[config.mk]
export PLATFORM = sky130hd
export DESIGN_NAME = lbc_counter
export DESIGN_NICKNAME = d
export VERILOG_FILES = /design/src/lbc_pkg.sv /design/src/lbc_counter.sv
export SDC_FILE = /design/constraint.sdc
export NUM_CORES = 1
export LEC_CHECK = 0
export BUFFER_PORTS_ARGS = -buffer_cell sky130_fd_sc_hd__buf_4
export CORE_MARGIN = 10
export CORE_UTILIZATION = 41
export CTS_BUF_LIST = sky130_fd_sc_hd__clkbuf_4
export DETAILED_ROUTE_END_ITERATION = 6
export PLACE_DENSITY = 0.71
export SYNTH_ARGS = -nofsm -noshare
export SYNTH_HDL_FRONTEND = slang
export SYNTH_SLANG_ARGS = --single-unit
[constraint.sdc]
create_clock -name ref_clk_in -period 2.8 [get_ports ref_clk_in]
set_clock_uncertainty 0.2 [all_clocks]
set_input_delay 0.28 -clock ref_clk_in [delete_from_list [all_inputs] [get_ports ref_clk_in]]
set_output_delay 0.28 -clock ref_clk_in [all_outputs]
set_load 0.01 [all_outputs]
[src/lbc_pkg.sv]
// shared types and constants of the loadable binary counter
package lbc_pkg;

  // default number of counter bits
  localparam int LBC_DEF_WIDTH = 8;

  // value of every count bit after asynchronous clear
  localparam logic LBC_RESET_BIT = 1'b0;

  // one step of the count, in either direction
  localparam int LBC_STEP = 1;

  // counting direction of the built variant
  typedef enum logic
  {
    LBC_DOWN,
    LBC_UP
  } lbc_dir_t;

  // controls from the surrounding logic, sampled at the rising edge
  typedef struct packed
  {
    logic load;
    logic count_en;
  } lbc_ctrl_t;

  // what the counter shows to the surrounding logic
  typedef struct packed
  {
    logic term;
    logic clk_en_seen;
  } lbc_flag_t;

endpackage

[src/lbc_counter.sv]
// loadable binary counter, down or up variant, with terminal count
`timescale 1ns/1ps

// Behaviour
// - changes only on rising clock, except reset
// - down variant subtracts one when counting
// - up variant adds one when counting
// - load plus count enable takes data
// - count enable low holds the value
// - low reset clears to zero, no clock
// - down variant terminal flag at zero
// - up variant terminal flag at ones
// - width parameter sizes count and data
module lbc_counter
#(
  parameter int WIDTH = lbc_pkg::LBC_DEF_WIDTH,
  parameter lbc_pkg::lbc_dir_t DIRECTION = lbc_pkg::LBC_DOWN
)
(
  // clock, reset and clock enable
  input wire logic ref_clk_in,
  input wire logic nrst_in,
  input wire logic clk_en_in,
  // controls and parallel data
  input wire lbc_pkg::lbc_ctrl_t ctrl_in,
  input wire logic [WIDTH-1:0] data_in,
  // count and terminal flag
  output logic [WIDTH-1:0] counter_output_out,
  output logic term_out
);
  import lbc_pkg::*;

  typedef struct packed
  {
    logic [WIDTH-1:0] count;
    logic term;
  } lbc_state_t;

  localparam logic [WIDTH-1:0] RESET_COUNT = {WIDTH{LBC_RESET_BIT}};
  localparam logic [WIDTH-1:0] STEP = WIDTH'(LBC_STEP);
  localparam logic [WIDTH-1:0] ALL_ONES = {WIDTH{1'b1}};
  // terminal flag that matches the cleared count
  localparam logic RESET_TERM = (DIRECTION == LBC_DOWN) ?
                                (RESET_COUNT == '0) :
                                (RESET_COUNT == ALL_ONES);
  localparam lbc_state_t RESET_STATE = '{count: RESET_COUNT,
                                         term: RESET_TERM};

  lbc_state_t state;
  lbc_state_t next_state;
  logic [WIDTH-1:0] next_count;

  always_comb
  begin
    next_state = state;
    next_count = state.count;
    if (ctrl_in.count_en)
    begin
      if (ctrl_in.load)
      begin
        next_count = data_in;
      end
      else if (DIRECTION == LBC_DOWN)
      begin
        next_count = state.count - STEP;
      end
      else
      begin
        next_count = state.count + STEP;
      end
    end
    next_state.count = next_count;
    if (DIRECTION == LBC_DOWN)
    begin
      next_state.term = (next_count == '0);
    end
    else
    begin
      next_state.term = (next_count == ALL_ONES);
    end
  end

  always_ff @(posedge ref_clk_in or negedge nrst_in)
  begin
    if (!nrst_in)
    begin
      state <= RESET_STATE;
    end
    else if (clk_en_in)
    begin
      state <= next_state;
    end
  end

  assign counter_output_out = state.count;
  assign term_out = state.term;

  // checks on the registered outputs

  chk_hold_when_off: assert property (
    @(posedge ref_clk_in) disable iff (!nrst_in)
    (clk_en_in && !ctrl_in.count_en) |=>
      $stable(counter_output_out) && $stable(term_out))
  else $error("count moved while count enable was low");

  chk_load_takes_data: assert property (
    @(posedge ref_clk_in) disable iff (!nrst_in)
    (clk_en_in && ctrl_in.count_en && ctrl_in.load) |=>
      (counter_output_out == $past(data_in)))
  else $error("load did not take the parallel data");

  chk_edge_only: assert property (
    @(posedge ref_clk_in) disable iff (!nrst_in)
    $changed(counter_output_out) |->
      $past(clk_en_in && ctrl_in.count_en))
  else $error("count changed without an enabled edge");

  chk_clear_zero: assert property (
    @(posedge ref_clk_in)
    !nrst_in |-> (counter_output_out == '0) && (term_out == RESET_TERM))
  else $error("count not cleared while reset low");

  chk_term_tracks_count: assert property (
    @(posedge ref_clk_in) disable iff (!nrst_in)
    $changed(term_out) |-> $changed(counter_output_out))
  else $error("terminal flag changed without a count change");

  chk_freeze_no_clk_en: assert property (
    @(posedge ref_clk_in) disable iff (!nrst_in)
    !clk_en_in |=> $stable(counter_output_out) && $stable(term_out))
  else $error("count moved while clock enable was low");

  chk_stray_load_held: assert property (
    @(posedge ref_clk_in) disable iff (!nrst_in)
    (clk_en_in && ctrl_in.load && !ctrl_in.count_en) |=>
      $stable(counter_output_out) && $stable(term_out))
  else $error("load without count enable moved the count");

  generate
    if (DIRECTION == LBC_DOWN)
    begin : g_down_chk
      chk_down_step: assert property (
        @(posedge ref_clk_in) disable iff (!nrst_in)
        (clk_en_in && ctrl_in.count_en && !ctrl_in.load) |=>
          (counter_output_out == WIDTH'($past(counter_output_out) - STEP)))
      else $error("down count did not subtract one");

      chk_down_wrap: assert property (
        @(posedge ref_clk_in) disable iff (!nrst_in)
        (clk_en_in && ctrl_in.count_en && !ctrl_in.load &&
         counter_output_out == '0) |=> (counter_output_out == ALL_ONES))
      else $error("down count did not wrap to all ones");

      chk_term_zero: assert property (
        @(posedge ref_clk_in) disable iff (!nrst_in)
        term_out == (counter_output_out == '0))
      else $error("terminal flag does not match zero count");

      chk_down_load_term: assert property (
        @(posedge ref_clk_in) disable iff (!nrst_in)
        (clk_en_in && ctrl_in.count_en && ctrl_in.load) |=>
          (term_out == ($past(data_in) == '0)))
      else $error("flag after load does not match zero data");

      chk_down_term_clears: assert property (
        @(posedge ref_clk_in) disable iff (!nrst_in)
        (term_out && clk_en_in && ctrl_in.count_en && !ctrl_in.load) |=>
          !term_out)
      else $error("flag stayed high after counting below zero");
    end
    else
    begin : g_up_chk
      chk_up_step: assert property (
        @(posedge ref_clk_in) disable iff (!nrst_in)
        (clk_en_in && ctrl_in.count_en && !ctrl_in.load) |=>
          (counter_output_out == WIDTH'($past(counter_output_out) + STEP)))
      else $error("up count did not add one");

      chk_up_wrap: assert property (
        @(posedge ref_clk_in) disable iff (!nrst_in)
        (clk_en_in && ctrl_in.count_en && !ctrl_in.load &&
         counter_output_out == ALL_ONES) |=> (counter_output_out == '0))
      else $error("up count did not wrap to zero");

      chk_term_ones: assert property (
        @(posedge ref_clk_in) disable iff (!nrst_in)
        term_out == (counter_output_out == ALL_ONES))
      else $error("terminal flag does not match all-ones count");

      chk_up_load_term: assert property (
        @(posedge ref_clk_in) disable iff (!nrst_in)
        (clk_en_in && ctrl_in.count_en && ctrl_in.load) |=>
          (term_out == ($past(data_in) == ALL_ONES)))
      else $error("flag after load does not match all-ones data");

      chk_up_term_clears: assert property (
        @(posedge ref_clk_in) disable iff (!nrst_in)
        (term_out && clk_en_in && ctrl_in.count_en && !ctrl_in.load) |=>
          !term_out)
      else $error("flag stayed high after counting past all ones");
    end
  endgenerate

  chk_width_match: assert property (
    @(posedge ref_clk_in) disable iff (!nrst_in)
    (clk_en_in && ctrl_in.count_en && ctrl_in.load && data_in == ALL_ONES)
      |=> (counter_output_out == ALL_ONES))
  else $error("load lost bits of the parallel data");

endmodule

# Word-level counts from Yosys, hierarchy flattened

Index checks and enable logic that the tools add are counted.

Flip-flop bits (word level): 9
Input bits: 13
Output and inout port bits: 9

Reductions and logical operators: 1
Muxes and demuxes: 2
$add $sub $neg: 1

Operators with widths:

| cell                  | number |
|---|---|
| $mux W8               | 2 |
| $logic_not A8 Y1      | 1 |
| $sub A8 B1 Y8 const B | 1 |

# Longest topological paths before layout

Depth after elaboration: 4
Mapped depth: 8

# Worst setup path before layout

Ideal clock, no wire load.

Path type: register to register
Start point: register state (netlist bit counter_output_out[0])
End point: register state (netlist bit term_out)
Setup time: 0.089 ns
Arrival time: 1.958 ns
Clock period less this slack: 2.247 ns
Cell stages (with the launch flop): 9
Path slack: 0.553 ns
Path through: dfrtp_1 clkbuf_1 inv_1 ha_1 nor3b_1 mux2i_1 o221ai_1 or4_1 o32ai_2

Word-level cells in the longest chain between the ends: 4

Ends and longest elaborated chain:

| what                   | line              | source |
|---|---|---|
| from (decl)            | lbc_counter.sv:49 | `lbc_state_t state;` |
| from (signal assigned) | lbc_counter.sv:91 | `state <= next_state;` |
| $sub A8 B1 Y8          | lbc_counter.sv:65 | `next_count = state.count - STEP;` |
| $mux W8                | lbc_counter.sv:59 | `if (ctrl_in.load)` |
| $mux W8 *              | lbc_counter.sv:57 | `if (ctrl_in.count_en)` |
| $logic_not A8 Y1 *     | lbc_counter.sv:75 | `next_state.term = (next_count == '0);` |

Mark *: on every way between the ends. The rest lies on a longest branch, timed or not.
A chain may end at the register's enable or synchronous reset.

# Worst setup path after layout

Same ends and word-level chain as after synthesis.

==> results_dict.tcl <==
set metrics [dict create \
    dieHeight_um 62.8 \
    drt_first_pass_iters 4 \
    layout-drive-gt1-share_pct 27.7 \
    grt_pass1_wl_mm 3.37 \
    grt-ovfl-total 0 \
    diodes 0 \
    grt_usage_pct 10.6 \
    hold_viol 0 \
    ys_seq_area_share_pct 30.1 \
    cts_max_path_buffers 2 \
    post_drt_wl_per_cell_um 15.0 \
    place_hpwl_mm 1.52 \
    ys_ff_latch 9 \
    first_global_vias 764 \
    fin_nets 127 \
    timing.slew.headroom_pct 69.4 \
    status "finished clean" \
    cts_setup_buffers 0 \
    nFillCells 178 \
    drcViolationCount 0 \
    dp.cells 132 \
    wirelength_mm 2.05 \
    cts_tree "done" \
    crit_type "flop to flop" \
    core_area_sq_um 1730 \
    timing.fmax_mhz 431 \
    final.setup.tns_ps 0 \
    worstPathRequired_ps 2790 \
    pin_count 22 \
    final_cells 137 \
    syn_area_sq_um 752 \
    cp_data_arrival_time_ps 2310 \
    ir_drop_mv 0.275 \
    syn_nets 108 \
    rsz0062_at_grt "no" \
    antenna_found_initial 0 \
    powerDensity_nw_per_um2 587 \
    place_congestion 0.850 \
    period_share_pct 82.8 \
    synth_enable_flop_cells 0 \
    critPathCaptureType "flop" \
    avgSynthCellArea_sq_um 8.00 \
    leakage_nw 0.403 \
    io_buffers 21 \
    numCtsBuffers 3 \
    startpoint_type "flop" \
    row_count 15 \
    post_cts_resized 0 \
    worst_pin_slew_ps 456 \
    synth_cell_types 44 \
    drt_first_iter_violations 11 \
    holdWs_ps 25.9 \
    clock_sinks 9 \
    setup_viol 0 \
    ys_async_sr_fraction_pct 100 \
    path_clk_slew_ps 70 \
    routed-via-count 785 \
    total_power_mw 0.551 \
    die_w_um 62.8 \
    die-area_sq_um 3950 \
    yosys_warnings 0 \
    synth_ff_type "dfrtp_1" \
    hold_class "input port to flop" \
    htreeDepth 1 \
    grt_max_degree 23 \
    start_util_pct 43.6 \
    final-max-slew-violation-count 0 \
    vias_per_cell 5.73 \
    root_buffer "clkbuf_4" \
    period_minus_slack_ps 2320 \
    insertion_delay_ps 280 \
    maxCapViolations 0 \
    crit_fanout 9 \
    drtAntennaViolNets 0 \
    synthCells 94 \
    syn_to_final_growth_pct 24.8 \
]
[worst paths after layout]
path | from | cells past startpoint | slack, ps | to
max | counter_output_out[0]$_DFFE_PN0P_ | 7 | 480 | term_out$_DFFE_PN1P_
max in group asynchronous | nrst_in | 2 | 2010 | term_out$_DFFE_PN1P_
min | clk_en_in | 2 | 30 | term_out$_DFFE_PN1P_
min in group asynchronous | nrst_in | 2 | 160 | counter_output_out[1]$_DFFE_PN0P_
max reg2reg | counter_output_out[0]$_DFFE_PN0P_ | 7 | 480 | term_out$_DFFE_PN1P_
min reg2reg | term_out$_DFFE_PN1P_ | 2 | 310 | term_out$_DFFE_PN1P_
[layer usage]
metal	wire length, um	part of all wire, %	up-vias	global-route usage, %
met4	33	1.6	0	5.31
met5	0	0	-	0
met2	950	46	29	15.4
met3	173	8.4	5	6.27
met1	892	44	368	11.9
li1	-	-	383	-
[sequential cells by signal, indices dropped and copies added, names as in the netlist]
register	flops
term_out	1
counter_output_out	8
[layout by cell type (no fill, tap or decap), types with 2 or more instances in the layout]
cell,instances
o211ai_1,2
o22ai_1,2
a31oi_1,2
nand3_1,4
nor2_1,6
nand4_1,2
inv_1,7
a21oi_1,4
clkbuf_4,4
mux2i_1,3
nor3b_1,2
nor3_1,6
buf_4,21
nand2_1,8
dfrtp_1,8
o21ai_0,4
o2111ai_1,2
[critical path, stage by stage (launching register included)]
cell,delay [ps]
dfrtp_1,470
inv_1,100
ha_1,180
nor3b_1,240
mux2i_1,220
o221ai_1,150
or4_1,450
o32ai_2,210
[layout make-up]
class / count / area [sq um] / share of cell area [%]
multi-input combinational: 69 / 453 / 48.3
sequential: 9 / 226 / 24.1
timing repair buffer: 22 / 168 / 17.9
tap: 25 / 31.3 / 3.33
clock buffer: 4 / 30.0 / 3.20
inverter: 8 / 30.0 / 3.20
[synthesized netlist by cell type (2+ instances only)]
master	number	area, sq um
mux2i_1	3	30.0
nand4_1	2	12.5
o211ai_1	2	15.0
nand3_1	4	20.0
o2111ai_1	2	17.5
nor2_1	6	22.5
nor3b_1	2	15.0
nand2_1	8	30.0
dfrtp_1	8	200
nor3_1	6	30.0
o21ai_0	4	20.0
clkbuf_1	4	15.0
a21oi_1	4	20.0
inv_1	7	26.3
o22ai_1	2	12.5
a31oi_1	2	12.5
[where the power goes]
part / switching, mW / total, mW / internal [mW]
logic: 0.107 / 0.219 / 0.112
registers: 0.0549 / 0.212 / 0.157
clock network: 0.0544 / 0.119 / 0.0650
[stage by stage]
step / setup slack, ps / utilization [%] / cell area [sq um]
finish: 482 / 54.3 / 938
global route: 311 / 54.3 / 938
CTS: 484 / 54.3 / 938
detailed placement: 517 / 52.0 / 898
global placement: 616 / 52.0 / 898
floorplan: 553 / - / 752
[timing repair]
item | in CTS | in global routing
setup endpoints to repair | 0 | 0
hold buffers | 1 | 0
hold endpoints to repair | 9 | 0
[cells by family after synthesis]
kind of cell    share of synthesized area [%]
compound gates                           27.6
buf+inv                                  9.65
flops                                    30.1
mux                                      5.49
simple gates                             25.5
fa+ha+maj                                1.66
Note: power is estimated with default switching activity, not from simulation.
